**src/hw/dram_ctrl_pkg.sv**
```systemverilog
`default_nettype none

package dram_ctrl_pkg;

  // ----------------------------------------------------------------
  // clock and conversion helpers
  // ----------------------------------------------------------------
  localparam int CLK_MHZ = 200;

  // least time: round up, never below one cycle
  function automatic int cyc_up(input int ns);
    int c;
    c = (ns * CLK_MHZ + 999) / 1000;
    return (c < 1) ? 1 : c;
  endfunction

  // longest time: round down, never below one cycle
  function automatic int cyc_dn(input int ns);
    int c;
    c = (ns * CLK_MHZ) / 1000;
    return (c < 1) ? 1 : c;
  endfunction

  function automatic int imax(input int a, input int b);
    return (a > b) ? a : b;
  endfunction

  // ----------------------------------------------------------------
  // geometry
  // ----------------------------------------------------------------
  localparam int ADDR_W = 10;
  localparam int DATA_W = 9;
  localparam int REQ_ADDR_W = 20;
  localparam int REF_ROW_W = 9;
  localparam int ROW_COUNT = 512;
  localparam int INIT_BURST = 8;

  // ----------------------------------------------------------------
  // pin timing, in ns
  // ----------------------------------------------------------------
  localparam int ROW_TO_COLUMN_DELAY_MIN_NS = 20;
  localparam int ROW_TO_COLUMN_DELAY_MAX_NS = 50;
  localparam int ROW_PULSE_WIDTH_NS = 70;
  localparam int COLUMN_PULSE_WIDTH_NS = 20;
  localparam int COLUMN_ACCESS_NS = 20;
  localparam int ROW_ACCESS_NS = 70;
  localparam int ROW_PRECHARGE_NS = 50;
  localparam int ROW_ADDRESS_HOLD_NS = 10;
  localparam int COLUMN_PRECHARGE_NS = 10;
  localparam int WRITE_LEAD_COLUMN_NS = 20;
  localparam int WRITE_LEAD_ROW_NS = 20;
  localparam int READ_SETUP_NS = 0;
  localparam int READ_HOLD_AFTER_COLUMN_NS = 0;
  localparam int CBR_SETUP_NS = 10;
  localparam int CBR_HOLD_NS = 30;
  localparam int TEST_COLUMN_PRECHARGE_NS = 40;
  localparam int PAGE_ROW_PULSE_MAX_NS = 100000;

  // ----------------------------------------------------------------
  // long intervals
  // ----------------------------------------------------------------
  localparam int POWER_WAIT_US = 200;
  localparam int IDLE_LIMIT_MS = 8;
  localparam int RETENTION_MS = 8;
  localparam real REFRESH_INTERVAL_US = 15.6;

  // ----------------------------------------------------------------
  // cycle counts
  // ----------------------------------------------------------------
  localparam int RCD_CYC = cyc_up(ROW_TO_COLUMN_DELAY_MIN_NS);
  localparam int RCD_MAX_CYC = cyc_dn(ROW_TO_COLUMN_DELAY_MAX_NS);
  localparam int RAS_CYC = cyc_up(ROW_PULSE_WIDTH_NS);
  localparam int CAS_CYC = cyc_up(COLUMN_PULSE_WIDTH_NS);
  localparam int CAC_CYC = cyc_up(COLUMN_ACCESS_NS);
  localparam int RAC_CYC = cyc_up(ROW_ACCESS_NS);
  localparam int RP_CYC = cyc_up(ROW_PRECHARGE_NS);
  localparam int RAH_CYC = cyc_up(ROW_ADDRESS_HOLD_NS);
  localparam int CP_CYC = cyc_up(COLUMN_PRECHARGE_NS);
  localparam int CWL_CYC = cyc_up(WRITE_LEAD_COLUMN_NS);
  localparam int RWL_CYC = cyc_up(WRITE_LEAD_ROW_NS);
  localparam int RCS_CYC = cyc_up(READ_SETUP_NS);
  localparam int CSR_CYC = cyc_up(CBR_SETUP_NS);
  localparam int CHR_CYC = cyc_up(CBR_HOLD_NS);
  localparam int CPT_CYC = cyc_up(TEST_COLUMN_PRECHARGE_NS);
  localparam int COL_SETUP_CYC = imax(RCS_CYC, RCD_CYC - RAH_CYC);
  // one extra cycle so the sample edge lands after the access time
  localparam int CAS_PAGE_CYC =
    imax(imax(CAS_CYC, CAC_CYC + 1), imax(CWL_CYC, RWL_CYC));
  localparam int CAS_FIRST_CYC = imax(CAS_PAGE_CYC,
    imax(RAS_CYC - RCD_CYC, RAC_CYC + 1 - RCD_CYC));
  localparam int REF_CYC = int'(REFRESH_INTERVAL_US * CLK_MHZ);
  localparam int POWER_WAIT_CYC = POWER_WAIT_US * CLK_MHZ;
  localparam int IDLE_LIMIT_CYC = IDLE_LIMIT_MS * 1000 * CLK_MHZ;
  localparam int PAGE_MAX_CYC = cyc_dn(PAGE_ROW_PULSE_MAX_NS);

  // ----------------------------------------------------------------
  // sequencer states
  // ----------------------------------------------------------------
  typedef enum logic [3:0] {
    ST_RESET      = 4'h0,
    ST_POWER_WAIT = 4'h1,
    ST_IDLE       = 4'h2,
    ST_ROW        = 4'h3,
    ST_COL_SETUP  = 4'h4,
    ST_CAS        = 4'h5,
    ST_CAS_PRE    = 4'h6,
    ST_RAS_PRE    = 4'h7,
    ST_REF_RAS    = 4'h8,
    ST_CBR_CAS    = 4'h9,
    ST_CBR_RAS    = 4'hA,
    ST_HIDDEN_UP  = 4'hB,
    ST_HIDDEN_RAS = 4'hC,
    ST_TEST_CPT   = 4'hD
  } ctrl_state_t;

endpackage

`default_nettype wire

```
**src/hw/dram_host.sv**
```systemverilog
// How it works
// - wait 200 us after reset, then eight row cycles before any access
// - idle over 8 ms forces an eight-cycle wake burst before access
// - row field on row strobe fall, column field on later column fall
// - write strobe stays high at least read setup before column fall
// - strobes meet pulse widths; write strobe high through read
// - row strobe stays high a full precharge before next cycle
// - early write: write strobe low before column fall, data driven
// - page mode keeps the row open, each column fall a new column
// - column precharge between page cycles; reads and writes mix
// - row strobe rises with or after column, except before hidden refresh; page time is bounded
// - all 512 rows refreshed within the retention period
// - one row refresh about every 15.6 us, distributed
// - row-only refresh drives the row from our own counter
// - hidden refresh holds column low while row cycles high and low
// - test cycles only after eight column before row cycles
`timescale 1ns/1ps
`default_nettype none

module dram_host
  import dram_ctrl_pkg::*;
#(
  parameter int PWR_WAIT_CYC = POWER_WAIT_CYC,
  parameter int IDLE_CYC = IDLE_LIMIT_CYC,
  parameter int PAGE_CYC = PAGE_MAX_CYC
) (
  // clock and reset
  input wire logic clk,
  input wire logic nrst,
  // user requests
  input wire logic req_valid,
  output logic req_ready,
  input wire logic req_write,
  input wire logic req_test,
  input wire logic [REQ_ADDR_W-1:0] req_addr,
  input wire logic [DATA_W-1:0] req_wdata,
  output logic [DATA_W-1:0] rdata,
  output logic rdata_valid,
  output logic init_done,
  // refresh configuration
  input wire logic refresh_enable,
  input wire logic refresh_cbr,
  input wire logic hidden_enable,
  // memory pins
  output logic ras_n,
  output logic cas_n,
  output logic we_n,
  output logic [ADDR_W-1:0] dram_addr,
  output logic [DATA_W-1:0] dq_out,
  output logic dq_oe_n,
  input wire logic [DATA_W-1:0] dq_in
);

  // ----------------------------------------------------------------
  // state and operation registers
  // ----------------------------------------------------------------
  ctrl_state_t state, next_state;
  logic [15:0] next_dur;
  logic state_done, idle_over, page_over, ref_tick;
  logic ref_pending, ref_take, burst_take;
  logic [3:0] burst_left;
  logic op_write, op_test;
  logic [ADDR_W-1:0] op_row, op_col;
  logic [DATA_W-1:0] op_wdata;
  logic [REF_ROW_W-1:0] ref_row;

  wire [ADDR_W-1:0] req_row = req_addr[REQ_ADDR_W-1:ADDR_W];
  wire [ADDR_W-1:0] req_col = req_addr[ADDR_W-1:0];
  wire state_change = (next_state != state);
  wire wake_due = idle_over && init_done;
  wire idle_go = (state == ST_IDLE) && (burst_left == 4'h0) &&
                 !wake_due && !ref_pending && init_done;
  wire page_go = (state == ST_CAS) && state_done && !op_test &&
                 !page_over && !ref_pending && !req_test &&
                 (req_row == op_row);
  wire accept = req_valid && req_ready;
  wire load_burst = (state == ST_POWER_WAIT && state_done) ||
                    (state == ST_IDLE && burst_left == 4'h0 && wake_due);
  wire ras_start = state_change &&
                   (next_state == ST_ROW || next_state == ST_REF_RAS ||
                    next_state == ST_CBR_RAS || next_state == ST_HIDDEN_RAS);

  assign req_ready = idle_go || page_go;

  // ----------------------------------------------------------------
  // timers
  // ----------------------------------------------------------------
  cycle_timer #(.W(16)) u_state_timer (
    .clk(clk),
    .nrst(nrst),
    .load(state_change),
    .value(next_dur),
    .done(state_done)
  );

  // any row cycle restarts the idle watch
  cycle_timer #(.W(21)) u_idle_timer (
    .clk(clk),
    .nrst(nrst),
    .load(ras_start),
    .value(21'(IDLE_CYC)),
    .done(idle_over)
  );

  // margin leaves room for one more page access and close
  cycle_timer #(.W(16)) u_page_timer (
    .clk(clk),
    .nrst(nrst),
    .load(state_change && next_state == ST_ROW),
    .value(16'(PAGE_CYC - CP_CYC - CAS_PAGE_CYC - 2)),
    .done(page_over)
  );

  tick_divider #(.W(12), .PERIOD(12'(REF_CYC))) u_ref_tick (
    .clk(clk),
    .nrst(nrst),
    .enable(refresh_enable),
    .tick(ref_tick)
  );

  // ----------------------------------------------------------------
  // sequencer
  // ----------------------------------------------------------------
  always_comb begin
    next_state = state;
    ref_take = 1'b0;
    burst_take = 1'b0;
    case (state)
      ST_RESET: next_state = ST_POWER_WAIT;
      // pause before the first row cycle
      ST_POWER_WAIT: if (state_done) next_state = ST_IDLE;
      ST_IDLE: begin
        if (burst_left != 4'h0) begin
          // bursts are column before row, so they prime the test
          next_state = ST_CBR_CAS;
          burst_take = 1'b1;
        end else if (wake_due) begin
          next_state = ST_IDLE;
        end else if (ref_pending) begin
          ref_take = 1'b1;
          next_state = refresh_cbr ? ST_CBR_CAS : ST_REF_RAS;
        end else if (req_valid && init_done) begin
          // test cycle opens with column before row
          next_state = req_test ? ST_CBR_CAS : ST_ROW;
        end
      end
      ST_ROW: if (state_done) next_state = ST_COL_SETUP;
      ST_COL_SETUP: if (state_done) next_state = ST_CAS;
      ST_CAS: begin
        if (state_done) begin
          if (page_go && req_valid) begin
            next_state = ST_CAS_PRE;
          end else if (ref_pending && hidden_enable) begin
            // keep column low, cycle the row strobe
            ref_take = 1'b1;
            next_state = ST_HIDDEN_UP;
          end else begin
            next_state = ST_RAS_PRE;
          end
        end
      end
      ST_CAS_PRE: if (state_done) next_state = ST_CAS;
      ST_HIDDEN_UP: if (state_done) next_state = ST_HIDDEN_RAS;
      ST_HIDDEN_RAS: if (state_done) next_state = ST_RAS_PRE;
      ST_REF_RAS: if (state_done) next_state = ST_RAS_PRE;
      ST_CBR_CAS: if (state_done) next_state = ST_CBR_RAS;
      ST_CBR_RAS: begin
        if (state_done) next_state = op_test ? ST_TEST_CPT : ST_RAS_PRE;
      end
      ST_TEST_CPT: if (state_done) next_state = ST_CAS;
      ST_RAS_PRE: if (state_done) next_state = ST_IDLE;
      default: next_state = ST_RESET;
    endcase
  end

  always_comb begin
    case (next_state)
      ST_POWER_WAIT: next_dur = 16'(PWR_WAIT_CYC);
      ST_ROW: next_dur = 16'(RAH_CYC);
      ST_COL_SETUP: next_dur = 16'(COL_SETUP_CYC);
      ST_CAS: next_dur = (state == ST_CAS_PRE) ? 16'(CAS_PAGE_CYC) :
                                                 16'(CAS_FIRST_CYC);
      ST_CAS_PRE: next_dur = 16'(CP_CYC);
      ST_RAS_PRE, ST_HIDDEN_UP: next_dur = 16'(RP_CYC);
      ST_REF_RAS, ST_HIDDEN_RAS: next_dur = 16'(RAS_CYC);
      ST_CBR_CAS: next_dur = 16'(CSR_CYC);
      ST_CBR_RAS: next_dur = op_test ? 16'(CHR_CYC) : 16'(RAS_CYC);
      ST_TEST_CPT: next_dur = 16'(CPT_CYC);
      default: next_dur = 16'h0001;
    endcase
  end

  always_ff @(posedge clk) begin
    if (!nrst) begin
      state <= ST_RESET;
      burst_left <= 4'h0;
      init_done <= 1'b0;
      ref_pending <= 1'b0;
      ref_row <= '0;
    end else begin
      state <= next_state;
      if (load_burst) burst_left <= 4'(INIT_BURST);
      else if (burst_take) burst_left <= burst_left - 4'h1;
      if (state == ST_IDLE && burst_left == 4'h0) init_done <= 1'b1;
      // a new tick wins over the take
      ref_pending <= ref_tick || (ref_pending && !ref_take);
      // own row counter, wraps over all rows
      if (state_change && next_state == ST_REF_RAS) ref_row <= ref_row + 1'b1;
    end
  end

  always_ff @(posedge clk) begin
    if (!nrst) begin
      op_write <= 1'b0;
      op_test <= 1'b0;
      op_row <= '0;
      op_col <= '0;
      op_wdata <= '0;
    end else if (accept) begin
      op_write <= req_write;
      op_test <= req_test;
      op_row <= req_row;
      op_col <= req_col;
      op_wdata <= req_wdata;
    end else if (state == ST_IDLE) begin
      op_test <= 1'b0;
    end
  end

  // ----------------------------------------------------------------
  // pins, registered one cycle behind the state, except the row lines, which are registered with it
  // ----------------------------------------------------------------
  // strobes are low while active
  wire ras_low = (state == ST_ROW) || (state == ST_COL_SETUP) ||
                 (state == ST_CAS) || (state == ST_CAS_PRE) ||
                 (state == ST_REF_RAS) || (state == ST_CBR_RAS) ||
                 (state == ST_HIDDEN_RAS) || (state == ST_TEST_CPT);
  wire cas_low = (state == ST_CAS) || (state == ST_CBR_CAS) ||
                 (state == ST_CBR_RAS) || (state == ST_HIDDEN_UP) ||
                 (state == ST_HIDDEN_RAS);
  wire col_phase = (state == ST_COL_SETUP) || (state == ST_CAS) ||
                   (state == ST_CAS_PRE) || (state == ST_TEST_CPT);
  // write strobe leads the column fall, data driven meanwhile
  wire wr_phase = col_phase && op_write;
  // row field first, column field from the column phase on
  // row lines settle one cycle ahead of the row strobe fall
  wire [ADDR_W-1:0] next_dram_addr =
    (state_change && next_state == ST_ROW) ? req_row :
    (state_change && next_state == ST_REF_RAS) ?
      {1'b0, ref_row + 1'b1} :
    (state == ST_ROW) ? op_row :
    col_phase ? op_col :
    (state == ST_REF_RAS) ? {1'b0, ref_row} : dram_addr;

  always_ff @(posedge clk) begin
    if (!nrst) begin
      ras_n <= 1'b1;
      cas_n <= 1'b1;
      we_n <= 1'b1;
      dram_addr <= '0;
      dq_out <= '0;
      dq_oe_n <= 1'b1;
    end else begin
      ras_n <= !ras_low;
      cas_n <= !cas_low;
      we_n <= !wr_phase;
      dram_addr <= next_dram_addr;
      dq_out <= op_wdata;
      dq_oe_n <= !wr_phase;
    end
  end

  // sample while the column strobe is still low
  always_ff @(posedge clk) begin
    if (!nrst) begin
      rdata <= '0;
      rdata_valid <= 1'b0;
    end else begin
      rdata_valid <= (state == ST_CAS) && state_done && !op_write;
      if ((state == ST_CAS) && state_done && !op_write) rdata <= dq_in;
    end
  end

  // ----------------------------------------------------------------
  // checks
  // ----------------------------------------------------------------
  localparam int REF_WAIT_BOUND = 300;
  logic [15:0] ras_lo_cnt, ras_hi_cnt, cas_lo_cnt, cas_hi_cnt, up_cnt;
  logic [3:0] fall_cnt;
  logic [8:0] ref_wait;

  always_ff @(posedge clk) begin
    if (!nrst) begin
      ras_lo_cnt <= 16'h0000;
      ras_hi_cnt <= 16'h0000;
      cas_lo_cnt <= 16'h0000;
      cas_hi_cnt <= 16'h0000;
      up_cnt <= 16'h0000;
      fall_cnt <= 4'h0;
      ref_wait <= 9'h000;
    end else begin
      ras_lo_cnt <= ras_n ? 16'h0000 : ras_lo_cnt + {15'h0000, ~&ras_lo_cnt};
      ras_hi_cnt <= !ras_n ? 16'h0000 : ras_hi_cnt + {15'h0000, ~&ras_hi_cnt};
      cas_lo_cnt <= cas_n ? 16'h0000 : cas_lo_cnt + {15'h0000, ~&cas_lo_cnt};
      cas_hi_cnt <= !cas_n ? 16'h0000 : cas_hi_cnt + {15'h0000, ~&cas_hi_cnt};
      up_cnt <= up_cnt + {15'h0000, ~&up_cnt};
      if (ras_low && ras_n && !(&fall_cnt)) fall_cnt <= fall_cnt + 4'h1;
      ref_wait <= (ref_pending && init_done) ?
                  ref_wait + {8'h00, ~&ref_wait} : 9'h000;
    end
  end
endmodule // dram_host

`default_nettype wire

```
**src/hw/cycle_timer.sv**
```systemverilog
`timescale 1ns/1ps
`default_nettype none

// load starts a span of value cycles; done is high in its last cycle
module cycle_timer #(
  parameter int W = 16
) (
  // clock and reset
  input wire logic clk,
  input wire logic nrst,
  // control
  input wire logic load,
  input wire logic [W-1:0] value,
  output logic done
);

  logic [W-1:0] count;

  assign done = (count == '0);

  always_ff @(posedge clk) begin
    if (!nrst) begin
      count <= '0;
    end else if (load) begin
      count <= value - 1'b1;
    end else if (count != '0) begin
      count <= count - 1'b1;
    end
  end

endmodule // cycle_timer

`default_nettype wire

```
**src/hw/tick_divider.sv**
```systemverilog
`timescale 1ns/1ps
`default_nettype none

// one-cycle tick every PERIOD cycles while enabled
module tick_divider #(
  parameter int W = 12,
  parameter logic [W-1:0] PERIOD = '1
) (
  // clock and reset
  input wire logic clk,
  input wire logic nrst,
  // control
  input wire logic enable,
  output logic tick
);

  logic [W-1:0] count;
  wire at_end = (count == PERIOD - 1'b1);

  assign tick = enable && at_end;

  always_ff @(posedge clk) begin
    if (!nrst || !enable || at_end) begin
      count <= '0;
    end else begin
      count <= count + 1'b1;
    end
  end

endmodule // tick_divider

`default_nettype wire

```
**config.mk**
```make
export PLATFORM = sky130hd
export DESIGN_NAME = dram_host
export DESIGN_NICKNAME = d
export VERILOG_FILES = /design/src/hw/dram_ctrl_pkg.sv /design/src/hw/dram_host.sv /design/src/hw/cycle_timer.sv /design/src/hw/tick_divider.sv
export SDC_FILE = /design/constraint.sdc
export NUM_CORES = 1
export LEC_CHECK = 0
export BUFFER_PORTS_ARGS = -buffer_cell sky130_fd_sc_hd__buf_2
export CORE_ASPECT_RATIO = 0.6
export CORE_UTILIZATION = 40
export CTS_BUF_LIST = sky130_fd_sc_hd__clkbuf_4 sky130_fd_sc_hd__clkbuf_8 sky130_fd_sc_hd__clkbuf_16
export DETAILED_ROUTE_END_ITERATION = 7
export GPL_ROUTABILITY_DRIVEN = 0
export PLACE_DENSITY = 0.66
export SYNTH_ARGS = -nofsm -noshare
export SYNTH_HDL_FRONTEND = slang
export SYNTH_SLANG_ARGS = --single-unit
```
**constraint.sdc**
```tcl
create_clock -name clk -period 4.1 [get_ports clk]
set_input_delay 0.205 -clock clk [delete_from_list [all_inputs] [get_ports clk]]
set_output_delay 0.205 -clock clk [all_outputs]
set_load 0.01 [all_outputs]
```
Word level (Yosys, flattened, before mapping)
Index checks and enable logic that the tools add are counted.

cells by class
  add/sub/neg operators = 7
  equality and inequality tests = 28
  multiplexer cells = 45
  bitwise operators = 1
  reductions and logical operators = 82

operator list
  cell                                                                   count
  16-bit case mux with 7 select lines                                    1
  4-bit 2-to-1 mux                                                       20
  10-bit 2-to-1 mux                                                      5
  4-bit equality test, second input constant                             12
  16-bit by 1-bit subtractor with 16-bit output, second input constant   3
  21-bit 2-to-1 mux                                                      2
  4-bit case mux with 10 select lines                                    1
  4-bit by 3-bit equality test with 1-bit output, second input constant  8
  16-bit logical NOT                                                     2
  16-bit 2-to-1 mux                                                      2
  16-bit nonzero test                                                    2
  15-bit 2-to-1 mux                                                      2
  1-bit logical AND                                                      24
  1-bit logical OR                                                       22
  21-bit logical NOT                                                     1
  21-bit nonzero test                                                    1
  21-bit by 1-bit subtractor with 21-bit output, second input constant   1
  2-bit OR reduction                                                     7
  12-bit by 1-bit adder with 12-bit output, second input constant        1
  12-bit equality test, second input constant                            1
  4-bit by 2-bit equality test with 1-bit output, second input constant  3
  1-bit logical NOT                                                      12
  1-bit 2-to-1 mux                                                       11
  10-bit equality test                                                   1
  other kinds (12)                                                       18

word-level totals
  bits in registers = 147
  input port bits = 46
  logic and storage cells = 187

Longest topological paths before layout
Gate-level depths: netlist of run 1.

  word-level depth = 17
  gate-level depth with buffers = 17

Hierarchy
Synthesis of run 1 repeated with hierarchy kept, for this count alone.

second synthesis, totals
  cell total of the unflattened synthesis = 1008
  area, all modules = 8618.3 um^2

by module, submodules not included
  module                          instances  cells each  area an instance (um^2)  seq. area each (um^2)
  dram_host                       1          520         4257.8                   1641.6
  cycle_timer (u_page_timer ...)  2          125         1166.1                   320.3
  cycle_timer (u_idle_timer)      1          179         1477.7                   420.4
  tick_divider                    1          59          550.5                    240.2

Worst setup path after synthesis of run 1
OpenSTA, ideal clock, no wires.

  kind = register -> register
  from = reg u_idle_timer.count[3]
  to = reg u_state_timer.count[6]
  setup time = 129 ps
  arrival time = 3809 ps
  data required time = 3971 ps
  path slack = 161 ps
  cell stages (with the launch flop) = 14
  period minus slack after synthesis = 3939 ps
  cells stage by stage = dfxtp_1 -> or4_1 -> or4_4 -> o311ai_1 -> a31oi_1 -> nor4_2 -> clkbuf_1 -> clkbuf_1 -> a211oi_1 -> a21oi_1 -> ha_1 -> o21ai_0 -> o311ai_0 -> a31oi_1

between the ends
  word-level cells in the longest chain between the ends = 10

ends and longest elaborated chain
  item                                                                              RTL line           RTL
  from (decl)                                                                       cycle_timer.sv:17  logic [W-1:0] count;
  from (signal assigned)                                                            cycle_timer.sv:25  count <= value - 1'b1;
  from (signal assigned)                                                            cycle_timer.sv:27  count <= count - 1'b1;
  21-bit logical NOT *                                                              cycle_timer.sv:19  assign done = (count == '0);
  1-bit logical AND *                                                               dram_host.sv:70    wire wake_due = idle_over && init_done;
  4-bit 2-to-1 mux *                                                                dram_host.sv:137   end else if (wake_due) begin
  4-bit 2-to-1 mux *                                                                dram_host.sv:133   if (burst_left != 4'h0) begin
  4-bit case mux with 10 select lines *                                             dram_host.sv:128   case (state)
  4-bit by 2-bit equality test with 1-bit output, or another cell as far along      dram_host.sv:177   case (next_state)
  4-bit OR reduction (no source line) / 2-bit OR reduction (equally long branches)  --
  16-bit case mux with 7 select lines                                               dram_host.sv:177
  16-bit by 1-bit subtractor with 16-bit output                                     cycle_timer.sv:25
  16-bit 2-to-1 mux                                                                 cycle_timer.sv:24  end else if (load) begin
  to (signal assigned)                                                              cycle_timer.sv:25
  to (signal assigned)                                                              cycle_timer.sv:27
  to (decl)                                                                         cycle_timer.sv:17

Mark *: on every way between the ends. The rest lies on a longest branch, timed or not.
A chain may end at the register's enable or synchronous reset.

Worst setup path in the final report of run 1
  from = reg op_test
  to = reg u_state_timer.count[8]

between the ends
  word-level cells in the longest chain between the ends = 15

ends and longest elaborated chain
  item                                                                              RTL line           RTL
  from (decl)                                                                       dram_host.sv:62    logic op_write, op_test;
  from (signal assigned)                                                            dram_host.sv:221   op_test <= req_test;
  1-bit logical NOT                                                                 dram_host.sv:73    wire page_go = (state == ST_CAS) && state_done && !op_test &&
  1-bit logical AND (2 in a row)                                                    dram_host.sv:73
  1-bit logical AND (3 in a row)                                                    dram_host.sv:74    !page_over && !ref_pending && !req_test &&
  1-bit logical AND                                                                 dram_host.sv:151   if (page_go && req_valid) begin
  4-bit 2-to-1 mux                                                                  dram_host.sv:151
  4-bit 2-to-1 mux                                                                  dram_host.sv:150   if (state_done) begin
  4-bit case mux with 10 select lines                                               dram_host.sv:128
  4-bit by 2-bit equality test with 1-bit output, or another cell as far along      dram_host.sv:177
  4-bit OR reduction (no source line) / 2-bit OR reduction (equally long branches)  --
  16-bit case mux with 7 select lines                                               dram_host.sv:177
  16-bit by 1-bit subtractor with 16-bit output                                     cycle_timer.sv:25
  16-bit 2-to-1 mux                                                                 cycle_timer.sv:24

Parallel ways exist; a longest one is shown, timed or not.

==> metrics.md, run 1 <==
| Metric | Value |
|---|---|
| Outcome | completed |
| Clk buf depth | 2 |
| Hold Crit Start | req_wdata[6] |
| Period minus WS final | a little under 4000 ps |
| Comb pwr share | 0.386 |
| Post-route cell area | slightly below 9000 um^2 |
| Crit path largest cell delay | 570 ps |
| Max-cap viol count | 0 |
| Clk_skew | between 9 and 10 ps |
| Vias in the first global route | ~6.2k |
| Area Growth Syn to Fin | 19.4% |
| Synth Register Bits | about 150 |
| Final setup fails | 0 |
| Sequential share of power | 0.336 |
| First-pass GRT wire length | about 33 mm |
| Root buffer cell | clkbuf_16 |
| Num rows | 37 |
| Crit-path max FO | 7 |
| CP Capture Type | flip-flop |
| Synth Flop Type | dfxtp_1 |
| Final hold vios | 0 |
| Sequential share of the synthesized area | 0.406 |
| Drt pass-1 iters | 5 |
| Worst Setup Start Kind | flip-flop |
| Core Region | about 17000 um^2 |
| RSZ-0062 raised after global routing | no |
| Most used cell, CP | nor4_1 |
| Slew headroom | 0.350 |
| Net Count, Synth | around 960 |
| Die Wd | approximately 180 um |
| Worst-Margin Slew | between 900 and 1000 ps |
| Post-synthesis cell type count | between 60 and 70 |
| Placed Instance Area | 7950 um^2 |
| Setup TNS | 0 ps |
| N_diodes | 0 |
| Leakage power | around 3.3 nW |
| Crit path launch | op_test |
| Net Sw Frac | 0.405 |
| ANT nets after route | 0 |
| Internal | 0.00340 W |
| Pin count of the biggest net entering global routing | 37 |
| Achievable Freq | 255 MHz |
| CP cell instances | or3_1, nor4_1, a41oi_1, a211oi_1, nor4_4, buf_4, a221oi_1, o211ai_1, nor4_1, o32ai_1 |
| CP required | 4400 ps |
| Clock Power Share | 0.277 |
| Number of synthesized flops with an enable pin | 0 |
| Fin crit share | 0.957 |
| Mapped cell area | 7240 um^2 |
| DIE HEIGHT | 106 um |
| WS Path Type | flip-flop to flip-flop |
| Power per cell area | 660 nW/um^2 |
| WP data arrival | 4220 ps |
| Die area | roughly 19000 um^2 |
| Initial Util | 0.416 |
| Async set-reset flop share out of synthesis | 0 |
| IO Port Bufs | 80 |
| H-tree depth | 4 |
| Maximum vdd ir drop | 0.389 mV |
| Insertion delay to the later sink of the worst-skew pair | 430 ps |
| Vias | 6955 |
| Slowest stage cell, crit path | a211oi_1 |
| Layout cells sized above 1 | 0.157 |
| Via density | 5.62 |
| Synth Instances | 905 |
| Net Sw Power | about 0.0023 W |
| DR iter-0 viols | between 600 and 700 |
| Yosys warns | 0 |
| Global Route Usage Sum | 0.225 |
| WL final | 20.6 mm |
| Hpwl dp | 14.6 mm |
| Cts bufs inserted | 17 |
| Total gr overflow | 0 |
| Avg Synthesized Cell Area | about 8 um^2 |
| Fin. max-slew vios | 0 |
| CTS sink cnt | 147 |
| Reg2reg start | op_test |
| HP Class | primary input to flip-flop |
| Routed wire per std cell | 16.6 um |
| I/O pins | 81 |
| Nets | 1044 |
| Clock-pin slew on the worst setup and hold paths | 70 ps |
| CTS tree | yes |
| Initial antenna violation count | 0 |
| Drc violations | 0 |
## per-stage QoR
step                power (W)  std cells  hold slack (ps)   util  worst slack [ps]
floorplan             0.00344        905              341      -               161
global placement      0.00404       1197              416  0.457               360
detailed placement    0.00404       1197              423  0.457               258
CTS                   0.00565       1236            0.752  0.496               160
global route          0.00603       1238             7.31  0.497              37.3
finish                0.00571       1238             9.15  0.497               175
## critical path: cells and delay by family (launching register included)
| family | cells | cell delay [ps] |
|---|---|---|
| buffers and inverters | 1 | 180 |
| flip-flops | 1 | 380 |
| AND/OR/NAND/NOR | 4 | 1290 |
| AO/OA/AOI/OAI | 5 | 1920 |
## cell usage in the layout (no fill, tap or decap), types with 6 or more instances in the layout
cell type and n:
dfxtp_1 147, nand2_1 128, nor2_1 108, buf_2 80
a21oi_1 76, o21ai_0 35, xor2_1 33, xnor2_1 32
buf_4 30, nand3_1 28, nor3_1 23, nor4_1 21
o211ai_1 21, mux2i_1 18, inv_1 17, a31oi_1 17
clkbuf_16 17, or3_1 14, and2_1 12, nand4_1 10
nand2b_1 9, ha_1 7, dlygate4sd3_1 7, and3_1 6
clkinv_8 6
## cell usage after synthesis, types with 4 or more instances
| library cell | instances | area [um^2] |
|---|---|---|
| a211oi_1 | 4 | 30.0 |
| a21oi_1 | 76 | 380 |
| a31oi_1 | 17 | 106 |
| and2_1 | 12 | 75.1 |
| and3_1 | 6 | 37.5 |
| and4_1 | 4 | 35.0 |
| buf_2 | 5 | 25.0 |
| clkbuf_1 | 40 | 150 |
| dfxtp_1 | 147 | 2940 |
| ha_1 | 7 | 87.6 |
| inv_1 | 18 | 67.6 |
| mux2i_1 | 18 | 180 |
| nand2_1 | 128 | 480 |
| nand2b_1 | 9 | 56.3 |
| nand3_1 | 28 | 140 |
| nand4_1 | 10 | 62.6 |
| nor2_1 | 108 | 405 |
| nor2b_1 | 4 | 25.0 |
| nor3_1 | 23 | 115 |
| nor3b_1 | 4 | 30.0 |
| nor4_1 | 22 | 138 |
| nor4b_1 | 4 | 35.0 |
| o211ai_1 | 21 | 158 |
| o21a_1 | 5 | 37.5 |
| o21ai_0 | 35 | 175 |
| o31ai_1 | 5 | 37.5 |
| o32ai_1 | 4 | 35.0 |
| or3_1 | 14 | 87.6 |
| or4_1 | 4 | 30.0 |
| xnor2_1 | 32 | 280 |
| xor2_1 | 33 | 289 |
## metal layers
layer,global-route usage,vias to the layer above,part of all wire
li1,-,3398,-
met1,0.338,3242,0.50
met2,0.303,293,0.40
met3,0.0655,22,0.088
met4,0.0615,0,0.012
met5,0,-,0
## power groups by stage
stage          Clock (W)  Sequential, W  Combinational, W
2_1_floorplan          0        0.00188           0.00157
3_3_place_gp           0        0.00193           0.00211
3_5_place_dp           0        0.00194           0.00211
4_1_cts          0.00160        0.00191           0.00214
5_1_grt          0.00167        0.00195           0.00242
6_report         0.00158        0.00192           0.00220
## repair_timing
item | in CTS | in global routing
buffers inserted | 0 | 2
hold endpoints to repair | 7 | 0
resized for setup | 0 | 3
hold buffers | 7 | 0
endpoints found under the setup margin | 0 | 5
## path summary, 6_finish.rpt
kind / slack, ps / depth (start not counted) / to
worst max-delay path: 170 / 10 / u_state_timer.count[8]
worst min-delay path: 9 / 3 / op_wdata[6]
worst max register to register: 170 / 10 / u_state_timer.count[8]
worst min register to register: 440 / 1 / dq_oe_n
## cell families (layout without fill, tap and decap cells)
kind of cell / after synthesis / count (layout) / synth area share
simple gates: 393 / 393 / 0.258
compound gates: 206 / 206 / 0.180
flops: 147 / 147 / 0.406
buf+inv: 68 / 167 / 0.0387
xor+xnor: 65 / 65 / 0.0786
mux: 19 / 19 / 0.0264
fa+ha+maj: 7 / 7 / 0.0121
## area by class of cell
cell class | count | area, um^2
Fill cell | 1706 | 8760
Sequential cell | 147 | 2940
Inverter | 18 | 67.6
Clock buffer | 17 | 425
Tap cell | 234 | 293
Clock inverter | 15 | 186
Timing Repair Buffer | 117 | 696
Multi-Input combinational cell | 690 | 4040
## sequential cells by signal, indices dropped and copies added (netlist names)
name,cells
burst_left,4
cas_n,1
dq_oe_n,1
dq_out,9
dram_addr,10
init_done,1
op_col,10
op_row,10
op_test,1
op_wdata,9
op_write,1
ras_n,1
rdata,9
rdata_valid,1
ref_pending,1
ref_row,9
state,4
u_idle_timer.count,21
u_page_timer.count,16
u_ref_tick.count,12
u_state_timer.count,16
Note: power is estimated with default switching activity, not from simulation.
==> run 2: changes to the inputs <==
--- a/config.mk
+++ b/config.mk
@@ -6,12 +6,14 @@
 export NUM_CORES = 1
 export LEC_CHECK = 0
 export BUFFER_PORTS_ARGS = -buffer_cell sky130_fd_sc_hd__buf_2
+export CELL_PAD_IN_SITES_DETAIL_PLACEMENT = 2
+export CELL_PAD_IN_SITES_GLOBAL_PLACEMENT = 2
 export CORE_ASPECT_RATIO = 0.6
-export CORE_UTILIZATION = 40
+export CORE_UTILIZATION = 31
 export CTS_BUF_LIST = sky130_fd_sc_hd__clkbuf_4 sky130_fd_sc_hd__clkbuf_8 sky130_fd_sc_hd__clkbuf_16
 export DETAILED_ROUTE_END_ITERATION = 7
 export GPL_ROUTABILITY_DRIVEN = 0
-export PLACE_DENSITY = 0.66
+export PLACE_DENSITY = 0.81
 export SYNTH_ARGS = -nofsm -noshare
 export SYNTH_HDL_FRONTEND = slang
 export SYNTH_SLANG_ARGS = --single-unit
==> run 2 against run 1 <==
Effect of this change: critical path depth rose by 3; first-iteration DRC count fell by 29%; cell area rose by 4.7%; clock-buffer cell count rose by 1; worst setup slack got worse by 86 ps; die area rose by 29%; critical path type unchanged; critical endpoint unchanged; highest routed layer unchanged.
==> metrics.md, run 2 (same netlist as run 1, synthesis figures left out) <==
| Metric | Value |
|---|---|
| Worst Hold End | op_wdata[7] |
| Root buffer cell | clkbuf_16 |
| Drc violations | 0 |
| WL final | 29.7 mm |
| Via density | 5.53 |
| Die Wd | 199 um |
| Drt pass-1 iters | 4 |
| HP Class | primary input to flip-flop |
| Most common cell after layout, fill and taps aside | dfxtp_1 |
| Largest Register | u_idle_timer.count |
| FF-to-FF End | u_state_timer.count[8] |
| Die area | 24000 um^2 |
| Final hold vios | 0 |
| Global Route Usage Sum | 0.256 |
| Max-cap viol count | 0 |
| H-tree depth | 4 |
| Clock-pin slew on the worst setup and hold paths | approximately 80 ps |
| Leakage power | 3.46 nW |
| Total gr overflow | 0 |
| Worst-Margin Slew | 1050 ps |
| CP required | 4450 ps |
| Crit path launch | state[3] |
| Slew headroom | 0.298 |
| Cts bufs inserted | 17 |
| First-pass GRT wire length | 46.5 mm |
| Most frequent cells in the layout | dfxtp_1, nand2_1, nor2_1 |
| Reg2reg start | state[3] |
| Pin count of the biggest net entering global routing | 48 |
| Outcome | completed |
| CP Capture Type | flip-flop |
| Insertion delay to the later sink of the worst-skew pair | 450 ps |
| Nets | 1079 |
| Routed wire per std cell | about 22 um |
| WS Path Type | flip-flop to flip-flop |
| FILL cells | 2580 |
| Period minus WS final | roughly 4000 ps |
| Clk_skew | 18.2 ps |
| Biggest regs | u_idle_timer.count: 21 flops, u_page_timer.count: 16 flops, u_state_timer.count: 16 flops |
| Power per cell area | 671 nW/um^2 |
| Core Region | 22500 um^2 |
| Max reg flops | 21 |
| Hold Crit Start | req_wdata[7] |
| Initial Util | 0.322 |
| Final setup fails | 0 |
| Worst R2R Setup Slack | 90 ps |
| IO Port Bufs | 80 |
| Maximum vdd ir drop | 0.340 mV |
| Power Total | 0.00608 W |
| Fin crit share | 0.978 |
| Area Growth Syn to Fin | 25.0% |
| Vias | 7461 |
| WP data arrival | 4360 ps |
| DIE HEIGHT | approximately 120 um |
| Hpwl dp | 19.9 mm |
| Layout cells sized above 1 | 0.174 |
| I/O pins | between 80 and 90 |
| Initial antenna violation count | 2 |
| CTS sink cnt | 147 |
| Worst r2r path cells | 13 |
| CTS tree | yes |
| DR iter-0 viols | around 470 |
| Num rows | 42 |
| Clk buf depth | 2 |
| Hold Path Stages | 3 |
| Worst hold margin | 16.4 ps |
| Worst Setup Start Kind | flip-flop |
| Achievable Freq | roughly 250 MHz |
| Vias in the first global route | 7840 |
| Crit-path max FO | 10 |
| ANT nets after route | 0 |
| Fin. max-slew vios | 0 |
[run 2: report_power, final]
group | internal [W] | switching (W)
Clock | 0.000872 | 0.000718
Combinational | 0.000978 | 0.00156
Sequential | 0.00167 | 0.000289
Total | 0.00352 | 0.00256
[run 2: final cells by class]
class                      instances  area (um^2)  share of cell area
clock buffer                      18          439              0.0485
antenna                            1         2.50            0.000276
sequential                       147         2940               0.325
tap                              308          385              0.0425
clock inverter                    14          143              0.0157
multi-input combinational        690         4080               0.450
timing repair buffer             152          998               0.110
inverter                          18         67.6             0.00746
[run 2: metal layers]
layer  wire [um]  track usage  part of all wire
met5           0            0                 0
met4         500       0.0644             0.017
met3        1740       0.0697             0.059
met2       12800        0.374              0.43
met1       14600        0.368              0.49
[run 2: stage by stage]
step	instances	util	worst slack [ps]	TNS [ps]	instance area [um^2]
final	1348	0.403	88.7	0	9060
after global routing	1348	0.403	-52.9	-85.9	9060
after CTS	1341	0.399	60.2	0	8970
after detailed placement	1286	0.363	-19.2	-19.2	8160
after global placement	1286	0.363	141	0	8160
after floorplan	905	-	161	0	7240
[run 2: how the worst max path moves through the flow]
stage / end / slack, ps / depth (start not counted)
floorplan: u_state_timer.count[6] / 160 / 13
global placement: u_state_timer.count[8] / 140 / 10
detailed placement: u_state_timer.count[8] / -20 / 12
CTS: u_state_timer.count[8] / 60 / 12
global route: u_state_timer.count[8] / -50 / 11
finish: u_state_timer.count[8] / 90 / 13
[run 2: critical path, cell delays in order (launching register included)]
cell and delay (ps):
dfxtp_1 480, or2_2 490, or2_2 400, nor2_1 440, a2111oi_4 110, nand2_1 300, nor2_1 90, nor3_1 250
a211oi_1 80, a21oi_1 160, ha_1 310, o211ai_1 310, buf_4 240, o32ai_1 230
[run 2: repair_timing]
| item | 4_1_cts | 5_1_grt |
|---|---|---|
| hold buffers | 23 | 0 |
| gates resized for setup | 1 | 7 |
| setup buffers | 0 | 6 |
| pin swaps | 0 | 3 |
| hold endpoints to repair | 23 | 0 |
| endpoints found under the setup margin | 1 | 29 |
